--- config.mk ---
export PLATFORM = sky130hd
export DESIGN_NAME = i2c_wiper_slave
export DESIGN_NICKNAME = d
export VERILOG_FILES = /design/src/i2c_wiper_pkg.sv /design/src/pin_level_if.sv /design/src/i2c_wiper_slave.sv /design/src/pin_glitch_filter.sv
export VERILOG_INCLUDE_DIRS = /design/src
export SDC_FILE = /design/constraint.sdc
export NUM_CORES = 1
export LEC_CHECK = 0
export ABC_CLOCK_PERIOD_IN_PS = 1600
export BUFFER_PORTS_ARGS = -buffer_cell sky130_fd_sc_hd__buf_2
export CAP_MARGIN = 0
export CORE_ASPECT_RATIO = 0.75
export CORE_MARGIN = 3
export CORE_UTILIZATION = 45
export CTS_CLUSTER_SIZE = 16
export DETAILED_ROUTE_END_ITERATION = 8
export PLACE_DENSITY = 0.71
export SYNTH_ARGS = -nofsm -noshare
export SYNTH_HDL_FRONTEND = slang
export SYNTH_SLANG_ARGS = --single-unit
--- constraint.sdc ---
create_clock -name ref_clk_in -period 1.6 [get_ports ref_clk_in]
set_input_delay 0.24 -clock ref_clk_in [delete_from_list [all_inputs] [get_ports ref_clk_in]]
set_output_delay 0.24 -clock ref_clk_in [all_outputs]
set_load 0.05 [all_outputs]
--- src/i2c_wiper_defs.svh ---
// Constants of the serial wiper slave
`ifndef I2C_WIPER_DEFS_SVH
`define I2C_WIPER_DEFS_SVH
`define WIPER_SLAVE_ADDR 7'h2F
`define WIPER_GCALL_ADDR 7'h00
`define WIPER_RESET_VAL 7'h3F
`define WIPER_BYTE_BITS 4'h8
`define WIPER_RW_POS 0
`define WIPER_CLK_MHZ 20
`define WIPER_SPIKE_NS 50
`define WIPER_SPIKE_CYC ((`WIPER_SPIKE_NS * `WIPER_CLK_MHZ + 999) / 1000)
`endif

--- src/i2c_wiper_pkg.sv ---
// Types of the serial wiper slave
package i2c_wiper_pkg;
   typedef enum logic [2:0] {
      ST_IDLE,
      ST_ADDR,
      ST_ADDR_ACK,
      ST_WR_DATA,
      ST_WR_ACK,
      ST_RD_DATA,
      ST_RD_ACK,
      ST_IGNORE
   } link_state_e;

   typedef logic [3:0] spike_cnt_t;

   typedef struct packed {
      link_state_e st;
      logic [3:0] cnt;
      logic [7:0] shf;
      logic rw;
      logic ack;
      logic sda_oe;
      logic scl_oe;
      logic zero;
      logic [6:0] wiper;
   } core_s;

   typedef struct packed {
      logic [2:0] scl_sy;
      logic [2:0] sda_sy;
      logic scl_lvl;
      logic sda_lvl;
      spike_cnt_t scl_cnt;
      spike_cnt_t sda_cnt;
      logic scl_rise;
      logic scl_fall;
      logic sda_rise;
      logic sda_fall;
   } filt_s;
endpackage

--- src/pin_level_if.sv ---
// Filtered bus levels and edges passed from the pin filter to the core
interface pin_level_if;
   logic scl_lvl;
   logic sda_lvl;
   logic scl_rise;
   logic scl_fall;
   logic sda_rise;
   logic sda_fall;
   modport src (
      output scl_lvl,
      output sda_lvl,
      output scl_rise,
      output scl_fall,
      output sda_rise,
      output sda_fall
   );
   modport dst (
      input scl_lvl,
      input sda_lvl,
      input scl_rise,
      input scl_fall,
      input sda_rise,
      input sda_fall
   );
endinterface

--- src/i2c_wiper_slave.sv ---
// Serial two-wire slave holding the seven-bit volatile wiper register
// Functional notes
// Data falling while clock high starts
// Data changes only while clock low
// Acknowledge accepted byte on ninth clock
// Mismatched address gets not-acknowledge
// Master restarts after any error
// General call is not acknowledged
// Collision resets the serial logic
// Data rising while clock high stops
// Clock line is never held low
// Malformed frames abort, wiper untouched
// Undefined command: ignore until valid start
// Fixed address 0101111 only
// Master recovery: start, nine ones, start, stop
// Master not-acknowledge releases bus, resets
// Write: address with write bit, data
// Byte stored at its acknowledge only
// Any number of bytes per write
// Top data bit ignored on write
// Read: address with read bit, data
// Master not-acknowledges final read byte
// Read drives eight bits, MSB first
// Clock and data pass spike filter
// Reset loads mid-scale wiper value
// Single wiper register, no sub-address
// Read byte is zero then wiper
`include "i2c_wiper_defs.svh"
module i2c_wiper_slave #(
   parameter int SPIKE_CYC = `WIPER_SPIKE_CYC
) (
   input wire logic ref_clk_in,
   input wire logic rst_b_in,
   input wire logic scl_in,
   input wire logic sda_in,
   output logic scl_out_out,
   output logic scl_oe_out,
   output logic sda_out_out,
   output logic sda_oe_out,
   output logic [6:0] wiper_out
);
   localparam i2c_wiper_pkg::core_s CORE_RST = '{
      st: i2c_wiper_pkg::ST_IDLE, wiper: `WIPER_RESET_VAL, default: '0};

   pin_level_if p ();

   i2c_wiper_pkg::core_s r;
   i2c_wiper_pkg::core_s n;
   logic start;
   logic stop;

   pin_glitch_filter #(
      .SPIKE_CYC(SPIKE_CYC)
   ) u_filt (
      .ref_clk_in(ref_clk_in),
      .rst_b_in(rst_b_in),
      .scl_pin_in(scl_in),
      .sda_pin_in(sda_in),
      .lvl_if(p.src)
   );

   function automatic logic addr_hit(input logic [7:0] b);
      return b[7:1] == `WIPER_SLAVE_ADDR;
   endfunction

   function automatic logic [7:0] shift_in(input logic [7:0] b, input logic d);
      return {b[6:0], d};
   endfunction

   // Our own drive is read back through sda_in, so start and stop can
   // only be seen while the data line is released.
   assign start = p.sda_fall & p.scl_lvl;
   assign stop = p.sda_rise & p.scl_lvl;

   always_comb begin
      n = r;
      n.scl_oe = 1'b0;
      n.zero = 1'b0;
      if (start) begin
         // Any start aborts the frame; a partial byte is dropped
         n.st = i2c_wiper_pkg::ST_ADDR;
         n.cnt = 4'h0;
         n.ack = 1'b0;
         n.sda_oe = 1'b0;
      end else if (stop) begin
         n.st = i2c_wiper_pkg::ST_IDLE;
         n.cnt = 4'h0;
         n.ack = 1'b0;
         n.sda_oe = 1'b0;
      end else begin
         case (r.st)
            i2c_wiper_pkg::ST_ADDR: begin
               if (p.scl_rise) begin
                  n.shf = shift_in(r.shf, p.sda_lvl);
                  n.cnt = r.cnt + 4'h1;
               end else if (p.scl_fall && r.cnt == `WIPER_BYTE_BITS) begin
                  if (addr_hit(r.shf)) begin
                     n.rw = r.shf[`WIPER_RW_POS];
                     n.sda_oe = 1'b1;
                     n.st = i2c_wiper_pkg::ST_ADDR_ACK;
                  end else begin
                     // General call and foreign addresses fall off the bus
                     n.sda_oe = 1'b0;
                     n.st = i2c_wiper_pkg::ST_IGNORE;
                  end
               end
            end
            i2c_wiper_pkg::ST_ADDR_ACK: begin
               if (p.scl_fall) begin
                  n.cnt = 4'h0;
                  if (r.rw) begin
                     n.shf = {1'b0, r.wiper};
                     n.sda_oe = 1'b1;
                     n.st = i2c_wiper_pkg::ST_RD_DATA;
                  end else begin
                     n.sda_oe = 1'b0;
                     n.st = i2c_wiper_pkg::ST_WR_DATA;
                  end
               end
            end
            i2c_wiper_pkg::ST_WR_DATA: begin
               if (p.scl_rise) begin
                  n.shf = shift_in(r.shf, p.sda_lvl);
                  n.cnt = r.cnt + 4'h1;
               end else if (p.scl_fall && r.cnt == `WIPER_BYTE_BITS) begin
                  n.sda_oe = 1'b1;
                  n.st = i2c_wiper_pkg::ST_WR_ACK;
               end
            end
            i2c_wiper_pkg::ST_WR_ACK: begin
               if (p.scl_rise) begin
                  // Stored mid-acknowledge, so a late abort cannot tear it
                  n.wiper = r.shf[6:0];
               end else if (p.scl_fall) begin
                  n.sda_oe = 1'b0;
                  n.cnt = 4'h0;
                  n.st = i2c_wiper_pkg::ST_WR_DATA;
               end
            end
            i2c_wiper_pkg::ST_RD_DATA: begin
               if (p.scl_rise) begin
                  if (!r.sda_oe && !p.sda_lvl) begin
                     // Released a one but the bus reads zero
                     n.st = i2c_wiper_pkg::ST_IDLE;
                     n.cnt = 4'h0;
                  end else begin
                     n.cnt = r.cnt + 4'h1;
                  end
               end else if (p.scl_fall) begin
                  if (r.cnt == `WIPER_BYTE_BITS) begin
                     n.sda_oe = 1'b0;
                     n.ack = 1'b0;
                     n.st = i2c_wiper_pkg::ST_RD_ACK;
                  end else begin
                     n.shf = {r.shf[6:0], 1'b0};
                     n.sda_oe = ~r.shf[6];
                  end
               end
            end
            i2c_wiper_pkg::ST_RD_ACK: begin
               if (p.scl_rise) begin
                  if (p.sda_lvl) begin
                     // Master ends the read or forces recovery
                     n.st = i2c_wiper_pkg::ST_IGNORE;
                  end else begin
                     n.ack = 1'b1;
                  end
               end else if (p.scl_fall && r.ack) begin
                  n.ack = 1'b0;
                  n.cnt = 4'h0;
                  n.shf = {1'b0, r.wiper};
                  n.sda_oe = 1'b1;
                  n.st = i2c_wiper_pkg::ST_RD_DATA;
               end
            end
            i2c_wiper_pkg::ST_IGNORE: begin
               n.sda_oe = 1'b0;
            end
            default: begin
               n.sda_oe = 1'b0;
            end
         endcase
      end
   end

   always_ff @(posedge ref_clk_in) begin
      if (!rst_b_in) begin
         r <= CORE_RST;
      end else begin
         r <= n;
      end
   end

   assign scl_out_out = r.zero;
   assign scl_oe_out = r.scl_oe;
   assign sda_out_out = r.zero;
   assign sda_oe_out = r.sda_oe;
   assign wiper_out = r.wiper;
endmodule

--- src/pin_glitch_filter.sv ---
// Synchroniser and spike filter for the clock and data pins
`include "i2c_wiper_defs.svh"
module pin_glitch_filter #(
   parameter int SPIKE_CYC = `WIPER_SPIKE_CYC
) (
   input wire logic ref_clk_in,
   input wire logic rst_b_in,
   input wire logic scl_pin_in,
   input wire logic sda_pin_in,
   pin_level_if.src lvl_if
);
   localparam i2c_wiper_pkg::filt_s FILT_RST = '{
      scl_sy: 3'h7, sda_sy: 3'h7, scl_lvl: 1'b1, sda_lvl: 1'b1, default: '0};

   i2c_wiper_pkg::filt_s r;
   i2c_wiper_pkg::filt_s n;

   if (SPIKE_CYC < 1 || SPIKE_CYC > 15) begin : g_bad
      $error("SPIKE_CYC must lie in 1..15");
   end

   // New level only after the agreeing stages held it long enough
   function automatic logic [4:0] filt_step(
      input logic s2,
      input logic s3,
      input logic lvl,
      input i2c_wiper_pkg::spike_cnt_t cnt
   );
      logic [4:0] res;
      res = {lvl, 4'h0};
      if (s2 == s3 && s3 != lvl) begin
         if (int'(cnt) + 1 >= SPIKE_CYC) begin
            res = {s3, 4'h0};
         end else begin
            res = {lvl, cnt + 4'h1};
         end
      end
      return res;
   endfunction

   always_comb begin
      n = r;
      n.scl_sy = {r.scl_sy[1:0], scl_pin_in};
      n.sda_sy = {r.sda_sy[1:0], sda_pin_in};
      {n.scl_lvl, n.scl_cnt} = filt_step(r.scl_sy[1], r.scl_sy[2], r.scl_lvl, r.scl_cnt);
      {n.sda_lvl, n.sda_cnt} = filt_step(r.sda_sy[1], r.sda_sy[2], r.sda_lvl, r.sda_cnt);
      n.scl_rise = n.scl_lvl & ~r.scl_lvl;
      n.scl_fall = ~n.scl_lvl & r.scl_lvl;
      n.sda_rise = n.sda_lvl & ~r.sda_lvl;
      n.sda_fall = ~n.sda_lvl & r.sda_lvl;
   end

   always_ff @(posedge ref_clk_in) begin
      if (!rst_b_in) begin
         r <= FILT_RST;
      end else begin
         r <= n;
      end
   end

   assign lvl_if.scl_lvl = r.scl_lvl;
   assign lvl_if.sda_lvl = r.sda_lvl;
   assign lvl_if.scl_rise = r.scl_rise;
   assign lvl_if.scl_fall = r.scl_fall;
   assign lvl_if.sda_rise = r.sda_rise;
   assign lvl_if.sda_fall = r.sda_fall;
endmodule

==> results.md, run 1 <==
- Slew Viols, Final: 0
- Drt total wl: 5509 µm
- Number of synthesized register bits: 45
- Crit Path Class: register to register
- Worst r2r src: r[21]
- Fin crit share: 104.2%
- Pre-antenna DRT Iters: 4
- IO buf count: 11
- Chip height: 69.18 µm
- Worst setup EP type: register
- EDFF count, synth: 0
- Remaining antenna violation count: 0
- CP max stage cell: dfxtp_2
- Pleak: 1.224 nW
- CORE AREA: 5010 µm²
- Yosys synthesis warning count: 0
- R2R depth: 8
- Dpl cell area: 2733 µm²
- Worst EP arrival: 1.88 ns
- Hold Violations, Final: 0
- CTS Sinks: 45
- RSZ-0062 raised after global routing: yes
- Design area: 2933 µm²
- Setup Skew: 0.003980 ns
- 1st-iter DRT viols: 204
- Initial antenna violation count: 0
- Pin count of the biggest net entering global routing: 22
- Max rail drop VDD: 0.8775 mV
- Synthesized instance count: 271
- First-pass GRT wire length: 9335 µm
- # rows: 22
- CP Max Fanout: 13
- Clk buf depth: 2
- Max Fclk: 599.7 MHz
- Status: complete, but fails checks
- CTS tree: yes
- Asr flop ratio synth: 0%
- Failing checks: setup timing
- Synth cell types: 55
- Crit start category: register
- HP Start: sda_in
- GRT Total Usage: 18.10%
- Hold path cells: 2
- Die area: 6242 µm²
- Setup violators final: 7
- Gpl congestion: 0.9687
- Slack of the critical path: -0.06756 ns
- Power Density: 1492 nW/µm²
- Post-layout util: 58.54%
- Vias: 2037
- Most frequent cells in the layout: dfxtp_1, buf_4, nand2_1
- Worst path buffer plus inverter count: 2
- Via density: 5.319
- Syn Area/Cell: 8.837 µm²
- DRC violations left: 0
- H-tree depth: 2
- NumNets Final: 320
- Number of CTS-inserted buffers: 5
- Crit path required time: 1.81 ns
- Multi-input logic area: 1356 µm²
- Post-route minimum period: 1.668 ns
- Worst-skew pair later-pin latency: 0.30 ns
- Prevailing post-synth register cell: dfxtp_1
- Starting Density: 47.80%
- Ant. Diodes: 0
- Crit path depth: 8
- Reg area: 914.6 µm²
- Sequential area share after synthesis: 37.62%
- Reg clk slew, reported paths: 0.09 ns
- CP Cell Sequence: inv_2 -> ha_2 -> and3b_1 -> o211a_1 -> nor3_4 -> buf_12 -> a21oi_1 -> a311oi_1
- Top delay family on crit path: compound AO/OA/AOI/OAI gates
- Worst Hold Class: input pin to register
- Dpl hpwl: 3971 µm
- CP startpoint: r[21]
- Number of global-route vias before repair: 1983
- Overflow after GRT: 0
- Area growth syn-to-layout: 22.47%
- Reg2reg setup slack: -0.07 ns
- Filler cell count: 446
- Most common cell after layout, fill and taps aside: dfxtp_1
- Max-cap violation count: 0
- Largest stage delay on the critical path: 0.34 ns
- Top Ports: 15
- CTS root buffer: clkbuf_8
- Share of post-route cells with drive strength above 1: 28.30%
- Chip width: 90.24 µm
- Wire per inst: 14.38 µm
- Post-Syn Area: 2395 µm²
-- cells in the mapped netlist, types with 7 or more instances --
cell / n / area [µm²]
dfxtp_1: 45 / 900.9
nand2_1: 24 / 90.09
a21oi_1: 17 / 85.08
nand2b_1: 16 / 100.1
buf_4: 15 / 112.6
nor2_1: 14 / 52.55
inv_1: 12 / 45.04
mux2i_1: 11 / 110.1
nand3_1: 9 / 45.04
nor2b_1: 8 / 50.05
nor3_1: 8 / 40.04
a311oi_1: 7 / 61.31
o21ai_1: 7 / 35.03
-- power by group --
part           internal, W  leakage (nW)  switching (W)
sequential         0.00126         0.371       0.000153
combinational     0.000915         0.784        0.00101
clock             0.000629        0.0687       0.000412
total              0.00280          1.22        0.00157
-- layout make-up --
class | instances | area share (%)
multi-input cells | 196 | 46.25
flip-flops and latches | 45 | 31.19
repair buffers | 50 | 13.27
well taps | 72 | 3.072
clock buffers | 5 | 2.346
clock inverters | 3 | 2.346
inverters | 12 | 1.536
-- registers in the layout, summed over array words and instances (netlist names) --
| name | count |
|---|---|
| u_filt.lvl_if.sda_lvl | 1 |
| wiper_out | 7 |
| u_filt.n | 4 |
| u_filt.lvl_if.sda_rise | 1 |
| u_filt.lvl_if.scl_lvl | 1 |
| u_filt.lvl_if.scl_fall | 1 |
| u_filt.lvl_if.scl_rise | 1 |
| r | 17 |
| sda_oe_out | 1 |
| u_filt.lvl_if.sda_fall | 1 |
| u_filt.r | 10 |
-- metrics by stage --
step                      total power, W  instances  worst slack [ns]  hold slack [ns]  TNS, ns
after global placement          0.003221        374          -0.07387           0.3883  -0.5075
after CTS                       0.004323        383          -0.08414           0.1146  -0.3965
after floorplan                 0.002665        277          -0.08691           0.3353  -0.2345
after global routing            0.004640        383           -0.1718           0.1178   -1.306
after detailed placement        0.003247        374           -0.1343           0.4049   -1.125
final                           0.004374        383          -0.06756           0.1185  -0.2071
-- layer usage --
layer | vias up | global-route usage (%) | part of all wire, %
met1 | 947 | 27.26 | 50
met5 | - | 0 | 0
met3 | 9 | 4.121 | 4.8
li1 | 1037 | - | -
met2 | 44 | 25.50 | 43
met4 | 0 | 5.433 | 1.4
-- timing repair --
action,4_1_cts,5_1_grt
hold buffers,0,0
pin swaps,3,7
hold endpoints to repair,0,0
endpoints found under the setup margin,23,27
gates resized for setup,3,14
buffers inserted,1,0
-- path summary, 6_finish.rpt --
check / to
min reg2reg: u_filt.n[19]
max reg2reg: r[16]
min: u_filt.n[15]
max: r[16]
-- cell families after synthesis --
| family | Yosys count | synth area share (%) |
|---|---|---|
| AND/OR/NAND/NOR | 99 | 23.35 |
| AO/OA/AOI/OAI | 73 | 22.41 |
| flip-flops | 45 | 37.62 |
| buffers and inverters | 36 | 8.725 |
| multiplexers | 11 | 4.598 |
| adder cells (fa/ha/maj) | 6 | 3.135 |
| other | 1 | 0.1566 |
No activity file was read; power rests on OpenSTA's default activity.
==> run 2, diff against run 1 <==
ABC_CLOCK_PERIOD_IN_PS = 1300   (was 1600)
clock period = 1.3 ns   (was 1.6 ns; I/O delays follow)
==> run 2 against run 1 <==
Net effect:
- the run still ends with setup timing left
- global-route usage rose by 1.8 points
- highest routed layer unchanged
- critical path depth unchanged
- largest power group unchanged
- largest cell class unchanged
- combinational power rose by 52%
==> results.md, run 2 (synthesized netlist as in run 1, its figures left out) <==
- R2R depth: 8 (unchanged)
- Worst-skew pair later-pin latency: 0.29 ns (was 0.30 ns)
- Hold path cells: 2 (unchanged)
- CTS root buffer: clkbuf_8 (unchanged)
- IO buf count: 11 (unchanged)
- Placed cell count: 396 (was 374)
- Reg clk slew, reported paths: 0.09 ns (about the same)
- Worst Hold Class: input pin to register (unchanged)
- Crit start category: register (unchanged)
- Top delay family on crit path: compound AO/OA/AOI/OAI gates (unchanged)
- Hold EP: u_filt.n[18] (was u_filt.n[15])
- Area growth syn-to-layout: 38.98% (was 22.47%)
- Multi-input logic area: 1565 µm² (was 1356 µm²)
- Fin crit share: 129.7% (was 104.2%)
- Pre-CTS WS: -0.4425 ns (was -0.1343 ns)
- Slew Viols, Final: 0 (unchanged)
- Pin count of the biggest net entering global routing: 18 (was 22)
- Crit Path Class: register to register (unchanged)
- Failing checks: setup timing (unchanged)
- DRC violations left: 0 (unchanged)
- Largest stage delay on the critical path: 0.34 ns (about the same)
- Drt total wl: 6312 µm (was 5509 µm)
- Max-cap violation count: 0 (unchanged)
- First-pass GRT wire length: 10160 µm (was 9335 µm)
- Hold Violations, Final: 0 (unchanged)
- Hold_buf cts: 0 (unchanged)
- Setup violators final: 28 (was 7)
- Max FFs per register: 17 (unchanged)
- Pleak: 1.395 nW (was 1.224 nW)
- Worst setup EP type: register (unchanged)
- Vias: 2239 (was 2037)
- Number of global-route vias before repair: 2107 (was 1983)
- Ant. Diodes: 0 (unchanged)
- Slack of the critical path: -0.3865 ns (was -0.06756 ns)
- Worst r2r src: r[21] (unchanged)
- Layout Cells excl Fill: 408 (was 383)
- Initial antenna violation count: 0 (unchanged)
- Max Fclk: 593.0 MHz (was 599.7 MHz)
- Filler cell count: 410 (was 446)
- Power Density: 1724 nW/µm² (was 1492 nW/µm²)
- Most frequent cells in the layout: buf_4, dfxtp_1, nand2_1 (was dfxtp_1, buf_4, nand2_1)
- Worst path buffer plus inverter count: 2 (unchanged)
- Gpl congestion: 0.9752 (was 0.9687)
- RSZ-0062 raised after global routing: yes (unchanged)
- Chip height: 69.18 µm (unchanged)
- CP Max Fanout: 7 (was 13)
- Crit path required time: 1.51 ns (was 1.81 ns)
- Overflow after GRT: 0 (unchanged)
- Starting Density: 47.80% (unchanged)
- Reg-to-reg endpoint: r[13] (was r[16])
- Dpl hpwl: 4219 µm (was 3971 µm)
- NumNets Final: 345 (was 320)
- H-tree depth: 2 (unchanged)
- Pre-antenna DRT Iters: 5 (was 4)
- Largest reg by FF count: r (unchanged)
- CTS tree: yes (unchanged)
- HP Start: scl_in (was sda_in)
- Status: complete, but fails checks (unchanged)
- Post-layout util: 66.43% (was 58.54%)
- Post-route total power: 0.005739 W (was 0.004374 W)
- Reg2reg setup slack: -0.39 ns (was -0.07 ns)
- CTS Sinks: 45 (unchanged)
- Setup Skew: 0.005324 ns (was 0.003980 ns)
- 1st-iter DRT viols: 156 (was 204)
- CP Cell Sequence: inv_2 -> ha_4 -> and3b_2 -> o211a_1 -> nor3_4 -> buf_6 -> a21oi_1 -> a311oi_1 (was inv_2 -> ha_2 -> and3b_1 -> o211a_1 -> nor3_4 -> buf_12 -> a21oi_1 -> a311oi_1)
- Wire per inst: 15.47 µm (was 14.38 µm)
- Remaining antenna violation count: 0 (unchanged)
- Number of CTS-inserted buffers: 5 (unchanged)
- Die area: 6242 µm² (unchanged)
- Top Ports: 15 (unchanged)
- CORE AREA: 5010 µm² (unchanged)
- Reg area: 927.1 µm² (was 914.6 µm²)
- Share of post-route cells with drive strength above 1: 43.75% (was 28.30%)
- Crit path depth: 8 (unchanged)
- CP max stage cell: dfxtp_2 (unchanged)
- Most common cell after layout, fill and taps aside: buf_4 (was dfxtp_1)
- Worst EP arrival: 1.90 ns (was 1.88 ns)
- Post-route minimum period: 1.686 ns (was 1.668 ns)
- Chip width: 90.24 µm (unchanged)
- GRT Total Usage: 19.91% (was 18.10%)
- Clk buf depth: 2 (unchanged)
- # rows: 22 (unchanged)
- Max rail drop VDD: 1.311 mV (was 0.8775 mV)
- Via density: 5.488 (was 5.319)
[run 2: cell count changes in the layout (fill, tap and decap cells not counted), moves of 4 or more]
cell / before / now
buf_4: 35 / 54
dfxtp_1: 38 / 32
dfxtp_2: 5 / 9
buf_6: 1 / 8
inv_1: 10 / 6
[run 2: worst max path at each step]
stage / end / slack, ns / startpoint
global placement: r[15] / -0.37 / r[21]
detailed placement: r[14] / -0.44 / r[21]
CTS: r[16] / -0.35 / r[21]
floorplan: r[18] / -0.39 / r[20]
global route: r[12] / -0.46 / r[21]
finish: r[13] / -0.39 / r[21]
[run 2: stage by stage]
step	setup TNS (ns)	instance area (µm²)	hold slack, ns
3_3_place_gp	-6.025	2904	0.3757
6_report	-5.344	3328	0.07530
4_1_cts	-5.500	3208	0.07464
5_1_grt	-7.767	3328	0.07314
3_5_place_dp	-7.098	2904	0.3829
2_1_floorplan	-3.620	2480	0.2903
[run 2: where the power goes]
| group | internal, W | total [W] | switching [W] |
|---|---|---|---|
| Clock | 0.000577 | 0.00105 | 0.000476 |
| Sequential | 0.00157 | 0.00177 | 0.000201 |
| Combinational | 0.00145 | 0.00292 | 0.00147 |
[run 2: timing repair]
action	4_1_cts	5_1_grt
setup buffers	3	1
endpoints found under the setup margin	29	33
resized for setup	40	25
pin swaps	28	14
[run 2: area by class of cell]
cell class	count	share of cell area (%)
timing repair buffer	75	17.59
sequential	45	27.86
tap	72	2.707
inverter	12	1.466
clock buffer	6	2.180
multi-input combinational	196	47.03
clock inverter	2	1.165
[run 2: routing by layer]
metal | routed length (µm) | GRT usage, % | vias to the layer above | part of all wire [%]
li1 | - | - | 1080 | -
met1 | 2959 | 28.48 | 1079 | 47
met2 | 2898 | 29.55 | 72 | 46
met4 | 73 | 5.772 | 0 | 1.2
met3 | 381 | 5.098 | 8 | 6.0
met5 | 0 | 0 | - | 0
==> run 3, diff against run 2 <==
ABC_CLOCK_PERIOD_IN_PS = 1800   (was 1300)
CORE_UTILIZATION = 25   (was 45)
PLACE_DENSITY = 0.47   (was 0.71)
clock period = 1.8 ns   (was 1.3 ns; I/O delays follow)
==> run 3 against run 2 <==
Net effect:
- the run now ends clean
- global-route usage decreased by 9.4 points
- power fell by 31%
- utilization is 35 points lower
- combinational power down 45%
==> results.md, run 3 (synthesized netlist as in run 1, its figures left out) <==
- Post-route minimum period: 1.791 ns (was 1.686 ns)
- Fin crit share: 99.51% (was 129.7%)
- Most frequent cells in the layout: dfxtp_1, nand2_1, buf_4 (was buf_4, dfxtp_1, nand2_1)
- Dpl hpwl: 3956 µm (was 4219 µm)
- GRT Total Usage: 10.50% (was 19.91%)
- CP Cell Sequence: inv_1 -> ha_4 -> and3b_2 -> o211a_1 -> nor3_4 -> buf_12 -> buf_8 -> nand3_2 -> nor3b_2 (was inv_2 -> ha_4 -> and3b_2 -> o211a_1 -> nor3_4 -> buf_6 -> a21oi_1 -> a311oi_1)
- First-pass GRT wire length: 9363 µm (was 10160 µm)
- NumNets Final: 307 (was 345)
- Worst-skew pair later-pin latency: 0.29 ns (about the same)
- Chip width: 119.0 µm (was 90.24 µm)
- Starting Density: 26.04% (was 47.80%)
- CTS tree: yes (unchanged)
- Filler cell count: 966 (was 410)
- RSZ-0062 raised after global routing: yes (unchanged)
- Crit Path Class: register to register (unchanged)
- Number of CTS-inserted buffers: 5 (unchanged)
- CTS root buffer: clkbuf_16 (was clkbuf_8)
- Hold Violations, Final: 0 (unchanged)
- Most common cell after layout, fill and taps aside: dfxtp_1 (was buf_4)
- Die area: 10800 µm² (was 6242 µm²)
- Gpl congestion: 0.8035 (was 0.9752)
- Hold_buf cts: 0 (unchanged)
- Design area: 2914 µm² (was 3328 µm²)
- Top Ports: 15 (unchanged)
- Clk buf depth: 2 (unchanged)
- Max rail drop VDD: 0.4116 mV (was 1.311 mV)
- 1st-iter DRT viols: 103 (was 156)
- Reg clk slew, reported paths: 0.06 ns (was 0.09 ns)
- Power Density: 1351 nW/µm² (was 1724 nW/µm²)
- Dpl cell area: 2679 µm² (was 2904 µm²)
- Worst Hold Class: input pin to register (unchanged)
- CORE AREA: 9196 µm² (was 5010 µm²)
- Number of global-route vias before repair: 1927 (was 2107)
- Area growth syn-to-layout: 21.68% (was 38.98%)
- Initial antenna violation count: 0 (unchanged)
- Share of post-route cells with drive strength above 1: 22.56% (was 43.75%)
- Worst setup EP type: register (unchanged)
- Pre-antenna DRT Iters: 4 (was 5)
- Remaining antenna violation count: 0 (unchanged)
- Crit path required time: 1.96 ns (was 1.51 ns)
- Setup Skew: 0.002518 ns (was 0.005324 ns)
- # rows: 30 (was 22)
- Drt total wl: 5573 µm (was 6312 µm)
- CTS Sinks: 45 (unchanged)
- Largest reg by FF count: r (unchanged)
- Max Fclk: 558.3 MHz (was 593.0 MHz)
- Max FFs per register: 17 (unchanged)
- Worst EP arrival: 1.95 ns (was 1.90 ns)
- Status: complete, no violations (was complete, but fails checks)
- Largest stage delay on the critical path: 0.32 ns (was 0.34 ns)
- Slew Viols, Final: 0 (unchanged)
- Pleak: 1.161 nW (was 1.395 nW)
- Crit start category: register (unchanged)
- Setup TNS: 0 ns (was -5.344 ns)
- H-tree depth: 2 (unchanged)
- Placed cell count: 415 (was 396)
- Max-cap violation count: 0 (unchanged)
- CP Max Fanout: 6 (was 7)
- Overflow after GRT: 0 (unchanged)
- Via density: 4.706 (was 5.488)
- Vias: 2000 (was 2239)
- Layout Cells excl Fill: 425 (was 408)
- Chip height: 90.76 µm (was 69.18 µm)
- Post-layout util: 31.69% (was 66.43%)
- Ant. Diodes: 0 (unchanged)
- Setup violators final: 0 (was 28)
- Pin count of the biggest net entering global routing: 19 (was 18)
- IO buf count: 11 (unchanged)
- Worst path buffer plus inverter count: 3 (was 2)
- Top delay family on crit path: simple AND/OR/NAND/NOR gates (was compound AO/OA/AOI/OAI gates)
- DRC violations left: 0 (unchanged)
- CP max stage cell: dfxtp_2 (unchanged)
- Worst hold slack: 0.1615 ns (was 0.07530 ns)
- Wire per inst: 13.11 µm (was 15.47 µm)
## run 3: final timing paths
check,from,endpoint,slack (ns),cells past startpoint
max,r[20],r[18],0.009,9
min,sda_in,u_filt.n[15],0.16,2
max reg2reg,r[20],r[18],0.009,9
min reg2reg,u_filt.n[15],u_filt.n[16],0.41,1
## run 3: power breakdown
part | switching [W] | total, W | internal (W)
sequential | 0.000181 | 0.00130 | 0.00112
clock | 0.000391 | 0.00104 | 0.000652
combinational | 0.000849 | 0.00160 | 0.000748
## run 3: stage by stage
stage / worst slack (ns) / total power (W)
floorplan: 0.07480 / 0.002365
global placement: 0.03577 / 0.002766
detailed placement: -0.002936 / 0.002761
CTS: 0.01792 / 0.003822
global route: -0.04868 / 0.004180
finish: 0.008891 / 0.003938
## run 3: timing repair
action                     in CTS  in global routing
setup endpoints to repair       2                 10
pin swaps                       1                  8
resized for setup               1                 18
buffers inserted                0                  3
## run 3: area by class of cell
type                       count  area (µm²)  share of cell area, %
multi-input combinational    196        1340                  45.99
clock inverter                 2       38.79                  1.331
timing repair buffer          37       299.0                  10.26
inverter                      12       45.04                  1.546
clock buffer                   5       125.1                  4.294
tap                          128       160.2                  5.496
sequential                    45       905.9                  31.09
## run 3: per-layer routing
layer  global-route usage, %  vias up  part of all wire (%)
met5                       0        -                     0
met4                   4.243        0                   1.3
met3                   2.066        9                   4.0
met2                   15.00       39                    41
met1                   15.29      941                    53
li1                        -     1011                     -
